**src/logic/mmp_pkg.sv**
```systemverilog
// constants, types and register map of the parallel memory master port
//
// Summary of operation
// RL1 - Chip select in use leaves fifteen address outputs
// RL2 - Three bus arrangements selectable in control register
// RL3 - Separated arrangement: every address, data bit own pin
// RL4 - Separated arrangement access completes in one cycle
// RL5 - Partial mux: low address byte on data pins first
// RL6 - Partial mux: upper address on outputs 14:8
// RL7 - Partial mux: address output zero is latch strobe
// RL8 - Partial mux: address outputs 7:1 freed
// RL9 - Partial mux access takes two cycles
// RL10 - Address bit 15 enables second chip select
// RL11 - First select is address 14, second selects
// RL12 - Chip select and strobes active low as configured
// RL13 - Latch strobe active high for transparent latch
// RL14 - Separated arrangement: latch polarity has no effect
// RL15 - Bus master, 8-bit data, separate read/write strobes
// RL16 - Address increments, decrements or holds after access
// RL17 - Busy bit; completion event optionally signalled
// RL18 - Programmable setup, strobe width and hold
// RL19 - Multiplexed: address phase length replaces setup
// RL20 - Pin enables gate each address output
// RL21 - Setup and hold span one to four cycles
// RL22 - Strobe width spans one to fifteen cycles
// RL23 - Data write starts bus write; read data captured
package mmp_pkg;
   // ------------------------------------------------------------
   // register offsets (byte addresses)
   // ------------------------------------------------------------
   localparam logic [7:0] OFS_CTRL = 8'h00;
   localparam logic [7:0] OFS_MODE = 8'h04;
   localparam logic [7:0] OFS_PINEN = 8'h08;
   localparam logic [7:0] OFS_ADDR = 8'h0C;
   localparam logic [7:0] OFS_DATA = 8'h10;
   // ------------------------------------------------------------
   // field positions
   // ------------------------------------------------------------
   localparam int CTRL_EN_POS = 15;
   localparam int CTRL_MUX_POS = 11;
   localparam int CTRL_ALE_POL_POS = 5;
   localparam int CTRL_CS_POL_POS = 4;
   localparam int CTRL_WR_POL_POS = 1;
   localparam int CTRL_RD_POL_POS = 0;
   localparam int MODE_BUSY_POS = 15;
   localparam int MODE_IRQ_EN_POS = 14;
   localparam int MODE_INC_POS = 11;
   localparam int MODE_WAIT_EN_POS = 10;
   localparam int MODE_SETUP_POS = 6;
   localparam int MODE_WIDTH_POS = 2;
   localparam int MODE_HOLD_POS = 0;
   localparam int ADDR_CS2_POS = 15;
   localparam int PIN_LATCH_LO = 0;
   localparam int PIN_LATCH_HI = 1;
   // ------------------------------------------------------------
   // reset values and encodings
   // ------------------------------------------------------------
   localparam logic [15:0] CTRL_RST = 16'h0020;
   localparam logic [15:0] MODE_RST = 16'h0000;
   localparam logic [15:0] PINEN_RST = 16'h0000;
   localparam logic [15:0] ADDR_RST = 16'h0000;
   localparam logic [15:0] MODE_RW_MASK = 16'h7FFF;
   localparam logic [1:0] MUX_NONE = 2'h0;
   localparam logic [1:0] MUX_LOW = 2'h1;
   localparam logic [1:0] MUX_FULL = 2'h2;
   localparam logic [1:0] INC_UP = 2'h1;
   localparam logic [1:0] INC_DOWN = 2'h2;
   // ------------------------------------------------------------
   // timing: one instruction cycle in clock cycles
   // ------------------------------------------------------------
   localparam int CLK_NS = 100;
   localparam int TCY_NS = 100;
   localparam logic [3:0] TCY_CLKS = 4'((TCY_NS + CLK_NS - 1) / CLK_NS);
   // ------------------------------------------------------------
   // access sequencer states
   // ------------------------------------------------------------
   typedef enum logic [5:0] {
      ST_IDLE   = 6'h01,
      ST_ADDRL  = 6'h02,
      ST_ADDRH  = 6'h04,
      ST_SETUP  = 6'h08,
      ST_STROBE = 6'h10,
      ST_HOLD   = 6'h20
   } mmp_state_e;
endpackage

```
**src/logic/mmp_port.sv**
```systemverilog
// parallel memory master port with apb register access
module mmp_port (
   // clock and reset
   input  wire logic        clk_sys,
   input  wire logic        srst,
   // apb slave
   input  wire logic        psel,
   input  wire logic        penable,
   input  wire logic        pwrite,
   input  wire logic [7:0]  paddr,
   input  wire logic [31:0] pwdata,
   output logic             pready,
   output logic [31:0]      prdata,
   output logic             pslverr,
   // memory bus
   output logic [15:0]      addr_out,
   output logic [15:0]      addr_oe,
   output logic [7:0]       data_out,
   output logic             data_oe,
   input  wire logic [7:0]  data_in,
   output logic             write_strobe_pin,
   output logic             read_strobe_pin,
   // completion event
   output logic             access_done
);
   typedef struct packed {
      logic [15:0]         ctrl;
      logic [15:0]         mode_cfg;
      logic [15:0]         pin_en;
      logic [15:0]         addr;
      logic [7:0]          data;
      mmp_pkg::mmp_state_e fsm;
      logic                busy;
      logic                is_wr;
      logic                done;
      logic                pready;
      logic                pslverr;
      logic [31:0]         prdata;
      logic [15:0]         a_out;
      logic [15:0]         a_oe;
      logic [7:0]          d_out;
      logic                d_oe;
      logic                wr_pin;
      logic                rd_pin;
   } mmp_top_s;

   mmp_top_s   st;
   mmp_top_s   next_st;
   logic       cnt_load;
   logic [5:0] cnt_val;
   logic       cnt_last;
   logic       en;
   logic [1:0] mux;
   logic       wait_en;
   logic [5:0] setup_len;
   logic [5:0] width_len;
   logic [5:0] hold_len;
   logic       wr_acc;
   logic       rd_acc;
   logic       start;
   logic       start_wr;
   logic       finish;

   // ------------------------------------------------------------
   // phase length counter
   // ------------------------------------------------------------
   mmp_wait_cnt u_wait (
      .clk_sys  (clk_sys),
      .srst     (srst),
      .load     (cnt_load),
      .load_val (cnt_val),
      .last     (cnt_last)
   );

   // ------------------------------------------------------------
   // configuration fields
   // ------------------------------------------------------------
   // phase lengths in clock cycles, each at least one instruction cycle
   always_comb begin
      en = st.ctrl[mmp_pkg::CTRL_EN_POS];
      mux = st.ctrl[mmp_pkg::CTRL_MUX_POS +: 2];
      wait_en = st.mode_cfg[mmp_pkg::MODE_WAIT_EN_POS];
      setup_len = 6'({2'h0, st.mode_cfg[mmp_pkg::MODE_SETUP_POS +: 2]} + 4'h1)
                  * 6'(mmp_pkg::TCY_CLKS); // [RL21]
      hold_len = 6'({2'h0, st.mode_cfg[mmp_pkg::MODE_HOLD_POS +: 2]} + 4'h1)
                 * 6'(mmp_pkg::TCY_CLKS); // [RL21]
      width_len = 6'(st.mode_cfg[mmp_pkg::MODE_WIDTH_POS +: 4]) * 6'(mmp_pkg::TCY_CLKS); // [RL22]
      if (width_len == 6'h00) begin
         width_len = 6'(mmp_pkg::TCY_CLKS);
      end
      // with waits off each phase is a single instruction cycle
      if (!wait_en) begin
         setup_len = 6'(mmp_pkg::TCY_CLKS);
         width_len = 6'(mmp_pkg::TCY_CLKS);
         hold_len = 6'(mmp_pkg::TCY_CLKS);
      end
   end

   // ------------------------------------------------------------
   // next state: bus slave, sequencer, pins
   // ------------------------------------------------------------
   always_comb begin
      next_st = st;
      next_st.done = 1'b0;
      cnt_load = 1'b0;
      cnt_val = 6'h01;
      start = 1'b0;
      start_wr = 1'b0;
      finish = 1'b0;
      // apb: answer prepared during the setup cycle, one access cycle
      next_st.pready = psel & ~penable & ~st.pready;
      wr_acc = psel & penable & st.pready & pwrite;
      rd_acc = psel & penable & st.pready & ~pwrite;
      if (psel && !penable) begin
         next_st.pslverr = 1'b0;
         next_st.prdata = 32'h0000_0000;
         case (paddr)
            mmp_pkg::OFS_CTRL: next_st.prdata = {16'h0000, st.ctrl};
            mmp_pkg::OFS_MODE: next_st.prdata = {16'h0000, st.busy, st.mode_cfg[14:0]}; // [RL17]
            mmp_pkg::OFS_PINEN: next_st.prdata = {16'h0000, st.pin_en};
            mmp_pkg::OFS_ADDR: next_st.prdata = {16'h0000, st.addr};
            mmp_pkg::OFS_DATA: next_st.prdata = {24'h00_0000, st.data};
            default: next_st.pslverr = 1'b1;
         endcase
      end
      // register writes; data write launches a bus write
      if (wr_acc) begin
         case (paddr)
            mmp_pkg::OFS_CTRL: next_st.ctrl = pwdata[15:0]; // [RL2]
            mmp_pkg::OFS_MODE: next_st.mode_cfg = pwdata[15:0] & mmp_pkg::MODE_RW_MASK;
            mmp_pkg::OFS_PINEN: next_st.pin_en = pwdata[15:0];
            mmp_pkg::OFS_ADDR: next_st.addr = pwdata[15:0]; // [RL10]
            mmp_pkg::OFS_DATA: begin
               if (!st.busy && en) begin
                  next_st.data = pwdata[7:0];
                  start = 1'b1; // [RL23]
                  start_wr = 1'b1;
               end
            end
            default: ;
         endcase
      end
      // a data read returns the last byte and launches a bus read
      if (rd_acc && paddr == mmp_pkg::OFS_DATA && !st.busy && en) begin
         start = 1'b1;
      end
      // access sequencer
      unique case (st.fsm)
         mmp_pkg::ST_IDLE: begin
            if (start) begin
               next_st.busy = 1'b1; // [RL17]
               next_st.is_wr = start_wr;
               cnt_load = 1'b1;
               if (mux != mmp_pkg::MUX_NONE) begin
                  next_st.fsm = mmp_pkg::ST_ADDRL; // [RL19]
                  cnt_val = setup_len;
               end else if (wait_en) begin
                  next_st.fsm = mmp_pkg::ST_SETUP; // [RL18]
                  cnt_val = setup_len;
               end else begin
                  next_st.fsm = mmp_pkg::ST_STROBE; // [RL4]
                  cnt_val = width_len;
               end
            end
         end
         mmp_pkg::ST_ADDRL: begin
            if (cnt_last) begin
               cnt_load = 1'b1;
               if (mux == mmp_pkg::MUX_FULL) begin
                  next_st.fsm = mmp_pkg::ST_ADDRH;
                  cnt_val = setup_len;
               end else begin
                  next_st.fsm = mmp_pkg::ST_STROBE; // [RL9]
                  cnt_val = width_len;
               end
            end
         end
         mmp_pkg::ST_ADDRH, mmp_pkg::ST_SETUP: begin
            if (cnt_last) begin
               cnt_load = 1'b1;
               next_st.fsm = mmp_pkg::ST_STROBE;
               cnt_val = width_len;
            end
         end
         mmp_pkg::ST_STROBE: begin
            if (cnt_last) begin
               if (!st.is_wr) begin
                  next_st.data = data_in; // [RL23]
               end
               if (wait_en) begin
                  cnt_load = 1'b1;
                  next_st.fsm = mmp_pkg::ST_HOLD; // [RL18]
                  cnt_val = hold_len;
               end else begin
                  finish = 1'b1;
               end
            end
         end
         mmp_pkg::ST_HOLD: begin
            finish = cnt_last;
         end
         default: begin
            next_st.fsm = mmp_pkg::ST_IDLE;
            next_st.busy = 1'b0;
         end
      endcase
      // completion: event, busy release and address step
      if (finish) begin
         next_st.fsm = mmp_pkg::ST_IDLE;
         next_st.busy = 1'b0;
         next_st.done = st.mode_cfg[mmp_pkg::MODE_IRQ_EN_POS]; // [RL17]
         if (st.mode_cfg[mmp_pkg::MODE_INC_POS +: 2] == mmp_pkg::INC_UP) begin
            next_st.addr[14:0] = st.addr[14:0] + 15'h0001; // [RL16]
         end else if (st.mode_cfg[mmp_pkg::MODE_INC_POS +: 2] == mmp_pkg::INC_DOWN) begin
            next_st.addr[14:0] = st.addr[14:0] - 15'h0001; // [RL16]
         end
      end
      // pins follow the next state so that they leave flip-flops
      next_st.a_out = next_st.addr; // [RL3] [RL6] [RL11]
      next_st.a_out[mmp_pkg::ADDR_CS2_POS] = (next_st.busy && next_st.addr[mmp_pkg::ADDR_CS2_POS])
                                              ? st.ctrl[mmp_pkg::CTRL_CS_POL_POS]
                                              : ~st.ctrl[mmp_pkg::CTRL_CS_POL_POS]; // [RL12]
      if (mux != mmp_pkg::MUX_NONE) begin
         next_st.a_out[mmp_pkg::PIN_LATCH_LO] = (next_st.fsm == mmp_pkg::ST_ADDRL)
                                                ? st.ctrl[mmp_pkg::CTRL_ALE_POL_POS]
                                                : ~st.ctrl[mmp_pkg::CTRL_ALE_POL_POS]; // [RL7] [RL13]
      end
      if (mux == mmp_pkg::MUX_FULL) begin
         next_st.a_out[mmp_pkg::PIN_LATCH_HI] = (next_st.fsm == mmp_pkg::ST_ADDRH)
                                                ? st.ctrl[mmp_pkg::CTRL_ALE_POL_POS]
                                                : ~st.ctrl[mmp_pkg::CTRL_ALE_POL_POS];
      end
      next_st.a_oe = en ? next_st.pin_en : 16'h0000; // [RL1] [RL8] [RL20] [RL14]
      // shared data pins: address phases, then the byte being written
      next_st.d_oe = 1'b0;
      next_st.d_out = next_st.data;
      if (next_st.fsm == mmp_pkg::ST_ADDRL) begin
         next_st.d_oe = 1'b1;
         next_st.d_out = next_st.addr[7:0]; // [RL5]
      end else if (next_st.fsm == mmp_pkg::ST_ADDRH) begin
         next_st.d_oe = 1'b1;
         next_st.d_out = {1'b0, next_st.addr[14:8]};
      end else if (next_st.fsm != mmp_pkg::ST_IDLE && next_st.is_wr) begin
         next_st.d_oe = 1'b1;
      end
      // separate strobes, each with its own polarity
      next_st.wr_pin = (next_st.fsm == mmp_pkg::ST_STROBE && next_st.is_wr)
                       ? st.ctrl[mmp_pkg::CTRL_WR_POL_POS]
                       : ~st.ctrl[mmp_pkg::CTRL_WR_POL_POS]; // [RL15]
      next_st.rd_pin = (next_st.fsm == mmp_pkg::ST_STROBE && !next_st.is_wr)
                       ? st.ctrl[mmp_pkg::CTRL_RD_POL_POS]
                       : ~st.ctrl[mmp_pkg::CTRL_RD_POL_POS]; // [RL15]
   end

   // ------------------------------------------------------------
   // state register
   // ------------------------------------------------------------
   always_ff @(posedge clk_sys) begin
      if (srst) begin
         st <= '0;
         st.ctrl <= mmp_pkg::CTRL_RST;
         st.mode_cfg <= mmp_pkg::MODE_RST;
         st.pin_en <= mmp_pkg::PINEN_RST;
         st.addr <= mmp_pkg::ADDR_RST;
         st.fsm <= mmp_pkg::ST_IDLE;
         st.a_out <= 16'h8000; // chip select idle high
         st.wr_pin <= 1'b1;
         st.rd_pin <= 1'b1;
      end else begin
         st <= next_st;
      end
   end

   // outputs straight from the state register
   assign pready = st.pready;
   assign prdata = st.prdata;
   assign pslverr = st.pslverr;
   assign addr_out = st.a_out;
   assign addr_oe = st.a_oe;
   assign data_out = st.d_out;
   assign data_oe = st.d_oe;
   assign write_strobe_pin = st.wr_pin;
   assign read_strobe_pin = st.rd_pin;
   assign access_done = st.done;
endmodule

```
**src/logic/mmp_wait_cnt.sv**
```systemverilog
// phase length counter of the access sequencer
module mmp_wait_cnt (
   // clock and reset
   input  wire logic       clk_sys,
   input  wire logic       srst,
   // phase load
   input  wire logic       load,
   input  wire logic [5:0] load_val,
   // current phase ends this cycle
   output logic            last
);
   typedef struct packed {
      logic [5:0] cnt;
   } mmp_cnt_s;

   mmp_cnt_s st;
   mmp_cnt_s next_st;

   // load a new length or count down
   always_comb begin
      next_st = st;
      if (load) begin
         next_st.cnt = load_val;
      end else if (st.cnt != 6'h00) begin
         next_st.cnt = st.cnt - 6'h01;
      end
   end

   always_ff @(posedge clk_sys) begin
      if (srst) begin
         st <= '0;
      end else begin
         st <= next_st;
      end
   end

   assign last = (st.cnt <= 6'h01);
endmodule

```
**config.mk**
```make
export PLATFORM = sky130hd
export DESIGN_NAME = mmp_port
export DESIGN_NICKNAME = d
export VERILOG_FILES = /design/src/logic/mmp_pkg.sv /design/src/logic/mmp_port.sv /design/src/logic/mmp_wait_cnt.sv
export SDC_FILE = /design/constraint.sdc
export NUM_CORES = 1
export LEC_CHECK = 0
export BUFFER_PORTS_ARGS = -buffer_cell sky130_fd_sc_hd__buf_2
export CORE_MARGIN = 5
export CORE_UTILIZATION = 51
export CTS_CLUSTER_SIZE = 10
export DETAILED_ROUTE_END_ITERATION = 16
export PLACE_DENSITY = 0.74
export SYNTH_ARGS = -nofsm -noshare
export SYNTH_HDL_FRONTEND = slang
export SYNTH_SLANG_ARGS = --single-unit
```
**constraint.sdc**
```tcl
create_clock -name clk_sys -period 2.7 [get_ports clk_sys]
set_input_delay 0.81 -clock clk_sys [delete_from_list [all_inputs] [get_ports clk_sys]]
set_output_delay 0.81 -clock clk_sys [all_outputs]
set_load 0.01 [all_outputs]
```
Word-level counts from Yosys, hierarchy flattened
Index checks and enable logic that the tools add are counted.
Cells by class
  add/sub/neg operators: 5
  bitwise operators: 15
  reduce and logical (&&, ||, !) cells: 25
  eq/ne operators: 17
  order comparisons: 1
  mux-type cells: 61
Operator list (number)
  one-hot mux 16 bit (5 select lines): 1
  2-to-1 mux 6 bit: 10
  2-to-1 mux 8 bit: 6
  2-to-1 mux 15 bit: 3
  2-to-1 mux 40 bit: 1
  2-to-1 mux 16 bit: 2
  one-hot mux 6 bit (5 select lines): 1
  one-hot mux 6 bit (4 select lines): 1
  2-to-1 mux 1 bit: 21
  equality test 8 x 4 -> 1 bit, second input constant: 2
  adder 15 x 1 -> 15 bit, second input constant: 1
  2-to-1 mux 5 bit: 3
  subtractor 15 x 1 -> 15 bit, second input constant: 1
  2-to-1 mux 14 bit: 1
  equality test 6 x 2 -> 1 bit, second input constant: 2
  equality test 6 x 3 -> 1 bit, second input constant: 2
  equality test 6 x 5 -> 1 bit, second input constant: 2
  2-to-1 mux 4 bit: 3
  OR reduction 5 bit: 2
  logical AND 1 bit: 9
  2-to-1 mux 3 bit: 3
  2-to-1 mux 9 bit: 1
  NOT 1 bit: 9
  equality test 8 x 3 -> 1 bit, second input constant: 1
  22 further kinds: 36
Word-level totals
  output and inout port bits: 78
  bits of input ports: 53
  register bits after elaboration: 163
  word-level logic and storage cells: 143

Longest topological paths before layout
  word-level depth: 15
  gate-level depth with buffers: 10
  depth with buffers taken out: 8

Modules after synthesis
Synthesis repeated with hierarchy kept, for this count alone.
Second synthesis, totals
  cell total of the unflattened synthesis: 886
  area total of the unflattened synthesis: 7439.6 um^2
By module, submodules not included
  mmp_port: area each 7063.0 um^2, times used 1, cells each 845, seq. area each 2562.5 um^2
  mmp_wait_cnt: area each 376.6 um^2, times used 1, cells each 41, seq. area each 120.1 um^2

Least setup slack after synthesis
No wires, ideal clock.
  kind: input port to flip-flop
  start point: in paddr[3]
  end point: reg st, in the netlist data_out[2]
  required time: 2.586 ns
  arrival time: 2.508 ns
  setup slack: 0.078 ns
  stages: 7
  setup time: 0.114 ns
  path buffers: 1
  path through: buf_6 > nor4_1 > nand4_2 > mux2_2 > mux2_4 > a32o_1 > a21o_1
Between the ends
  cells in the longest elaborated chain, start to end: 11
  elaborated cells on any way between the ends: 24
  classes of those cells: 4 x eq/ne; 17 x mux; 3 x reduce/logical
RTL lines
  start, declared: RTL line mmp_port.sv:10  | input wire logic [7:0] paddr,
  equality test 8 x 5 -> 1 bit: RTL line mmp_port.sv:128, mmp_port.sv:144
  logical AND 1 bit (3 in a row): RTL line mmp_port.sv:144  | if (rd_acc && paddr == mmp_pkg::OFS_DATA && !st.busy && en) begin
  2-to-1 mux 1 bit: RTL line mmp_port.sv:144
  2-to-1 mux 8 bit: RTL line mmp_port.sv:150  | if (start) begin
  one-hot mux 6 bit (5 select lines): RTL line mmp_port.sv:148  | unique case (st.fsm)
  2-to-1 mux 7 bit: RTL line mmp_port.sv:208  | if (finish) begin
  equality test 6 x 3 -> 1 bit: RTL line mmp_port.sv:240  | end else if (next_st.fsm == mmp_pkg::ST_ADDRH) begin
  2-to-1 mux 8 bit: RTL line mmp_port.sv:240
  2-to-1 mux 9 bit (*): RTL line mmp_port.sv:237  | if (next_st.fsm == mmp_pkg::ST_ADDRL) begin
  end signal, assigned: RTL line mmp_port.sv:270  | st <= next_st;
  end, declared: RTL line mmp_port.sv:47  | mmp_top_s st;
Every way passes the cells marked *; elsewhere a longest branch is shown, timed or not.
A chain may end at the register's enable or synchronous reset.

Worst setup path in the final report
  start point: reg u_wait.st[5] (netlist name)
  end point: reg st, in the netlist read_strobe_pin
Between the ends
  cells in the longest elaborated chain, start to end: 7
  elaborated cells on any way between the ends: 11
  classes of those cells: 1 x order compare; 1 x eq/ne; 8 x mux; 1 x reduce/logical
RTL lines
  start, declared: RTL line mmp_wait_cnt.sv:16  | mmp_cnt_s st;
  start signal, assigned: RTL line mmp_wait_cnt.sv:33  | st <= next_st;
  less-or-equal comparator 6 x 1 -> 1 bit (*): RTL line mmp_wait_cnt.sv:37  | assign last = (st.cnt <= 6'h01);
  2-to-1 mux 14 bit (tied with other cells): RTL line mmp_port.sv:186  | if (cnt_last) begin
  one-hot mux 6 bit (5 select lines) or one-hot mux 1 bit (2 select lines) (tied branches): RTL line mmp_port.sv:148
  2-to-1 mux 7 bit (*): RTL line mmp_port.sv:208
  equality test 6 x 5 -> 1 bit (*): RTL line mmp_port.sv:250  | next_st.rd_pin = (next_st.fsm == mmp_pkg::ST_STROBE && !next_st.is_wr)
  logical AND 1 bit (*): RTL line mmp_port.sv:250
  2-to-1 mux 1 bit (*): RTL line mmp_port.sv:251  | ? st.ctrl[mmp_pkg::CTRL_RD_POL_POS]
Marked as above.

==> results.cfg <==
[flow_run]
maxCapViolations = 0

[sta]
setup_viol = 0
max_freq_mhz = 406
rsz0062_at_grt = no
maxSlewHeadroom_pct = 59.4
finalWorstSetupSlack_ns = 0.238
period_minus_slack_ns = 2.46
slew_viol_final = 0
skew_ns = 0.0104
hold_viol_final = 0
fin_crit_sh_pct = 91.2
worst_slew_pin_slew_ns = 0.605
hold_slack_ns = 0.452

[clock_network]
holdBufCountCts = 0
cts_setup_buffers = 0
cts-htree-levels = 4
numCtsBuffers = 17
cts_tree = done
clock-sinks = 134
clockBufferDepth = 2
clk_pin_slew_worst_paths_ns = 0.06
cts_resized = 0
root_buffer = clkbuf_16
clkLatencyLatePin_ns = 0.42

[placement]
place.gp.congestion = 0.969
placed_cells = 1104
port_buffers = 98
placed_area_um2 = 7900
dp_hpwl_um = 15900
post-place-ws_ns = -0.0826

[global_route]
grt_pass1_wl_um = 33300
grt_pass1_vias = 6259
grt_antenna_before_repair = 0
grt_usage_pct = 25.2
grt-ovfl-total = 0
grt_max_degree = 103

[logic_synthesis]
synth_edf_count = 0
synth_area_leaders = dfxtp_1 36%, buf_4 7.4%, mux2i_1 5.4%, nand2_1 5.3%, nor2_1 5.1%
synthArstFlopShare_pct = 0
synthCells = 883
ys_warn_count = 0
synth-seq-cells = 134
netlist_area_um2 = 7470
synth_most_common_cell = dfxtp_1
synth_top_area_share_pct = 35.9
ys_top_cells_by_count = 134 x dfxtp_1, 106 x nand2_1, 102 x nor2_1, 74 x buf_4, 55 x a21oi_1
syn_area_per_cell_um2 = 8.46
yosysTopAreaCell = dfxtp_1
synth_flop_cell = dfxtp_1
synth_cell_types = 85
seq_area_frac_synth_pct = 35.9

[floorplan]
ioPinCount = 131
initial_core_util_pct = 51.8
dieWidth_um = 131
core.rowCount = 44
dieArea_um2 = 17200
die_h_um = 131
core-area_um2 = 14400

[drt]
drc = 0
finalWirelength_um = 21700
first_pass_iters = 7
vias_per_cell = 5.99
vias = 6804
drt_iter0_drc = 705
drtAntennaViolNets = 0
avgRoutedWirePerCell_um = 19.1

[power]
peakVddDrop_mv = 0.435
p_leak_nw = 3.39
power_density_nw_per_um2 = 595

[layout]
num-nets-final = 998
fillers = 1280
layoutNonFillerInstCount = 1136
fin_util_pct = 59.0
fin_area_um2 = 8520
drive_gt1_share_pct = 23.7
diodes = 0
area_growth_pct = 14.0

[setup_path]
arrival_ns = 2.79
endpoint_kind = register
cp_max_fo = 6
required_ns = 3.03
critPathKind = reg2reg
slowest_delay_ns = 0.56
cpMaxStageDelayCell = or4_1
path_cells = or4_1 -> nor2_1 -> a21oi_1 -> a211oi_1 -> nor3b_1 -> mux2i_1
startpoint_type = register

[min_path]
min_path_type = reg2reg

[status]
status = complete, no violations
cell type report:
| type | count | area [µm²] | area share (%) |
|---|---|---|---|
| clock buffers | 19 | 443 | 5.20 |
| repair buffers | 153 | 956 | 11.2 |
| multi-input cells | 624 | 4000 | 47.0 |
| inverters | 9 | 33.8 | 0.397 |
| well taps | 184 | 230 | 2.70 |
| clock inverters | 13 | 171 | 2.01 |
| flip-flops and latches | 134 | 2680 | 31.5 |
per-stage QoR:
stage,TNS (ns),power (mW)
2_1_floorplan,0,2.56
3_3_place_gp,-0.0599,2.70
3_5_place_dp,-0.140,2.71
4_1_cts,0,5.09
5_1_grt,0,5.26
6_report,0,5.07
worst paths after layout:
check               start               to  slack (ns)  cells after the start
min reg2reg       st[139]          st[139]        0.45                      2
max          u_wait.st[5]  read_strobe_pin        0.24                      6
max reg2reg  u_wait.st[5]  read_strobe_pin        0.24                      6
min               st[139]          st[139]        0.45                      2
cell families (layout without fill, tap and decap cells):
group / Yosys count / after routing / share of synthesized area (%)
buffers and inverters: 140 / 194 / 11.3
adders and majority gates: 6 / 6 / 1.00
muxes: 52 / 52 / 8.43
and+or+nand+nor: 332 / 332 / 22.2
other: 1 / 16 / 0.0502
DFF: 134 / 134 / 35.9
AOI/OAI and AO/OA: 193 / 193 / 18.1
xor gates and xnor gates: 25 / 25 / 2.93
state kept, by name, indices dropped and copies added, names as in the netlist, 2 cells and up:
name	flops
addr_oe	16
addr_out	3
data_out	8
mux	2
prdata	16
st	76
u_wait.st	6
metal layers:
metal	GRT usage, %	share of wire, %
met3	5.93	9.0
met1	32.6	40
met5	0	0
met2	40.1	47
met4	11.4	3.3
where the power goes:
group          total [mW]  switching, mW  leakage, nW  internal [mW]
registers            2.08         0.0562         1.08           2.02
logic               0.600          0.375         2.02          0.225
clock network        2.39          0.900        0.288           1.49
worst max-delay path: cells and delay by family (launching register included):
| kind | cells | cell delay [ns] |
|---|---|---|
| simple gates | 3 | 1.12 |
| mux | 1 | 0.25 |
| compound gates | 2 | 0.63 |
| flops | 1 | 0.37 |
cell usage in the layout, fill, tap and decap left out, drive strengths merged, types with 12 or more instances in the layout:
cell    netlist  routed
o21ai        15      15
inv           9      12
conb          1      16
nand3        14      14
nor4         13      13
a31oi        16      16
nor2b        12      12
a211oi       18      18
a21oi        55      55
dfxtp       134     134
xor2         16      16
mux2i        40      40
nor2        103     103
nand2       108     108
buf          87     153
clkbuf       44      19
nor3         24      24
a22oi        18      18
No activity file was read; power rests on OpenSTA's default activity.
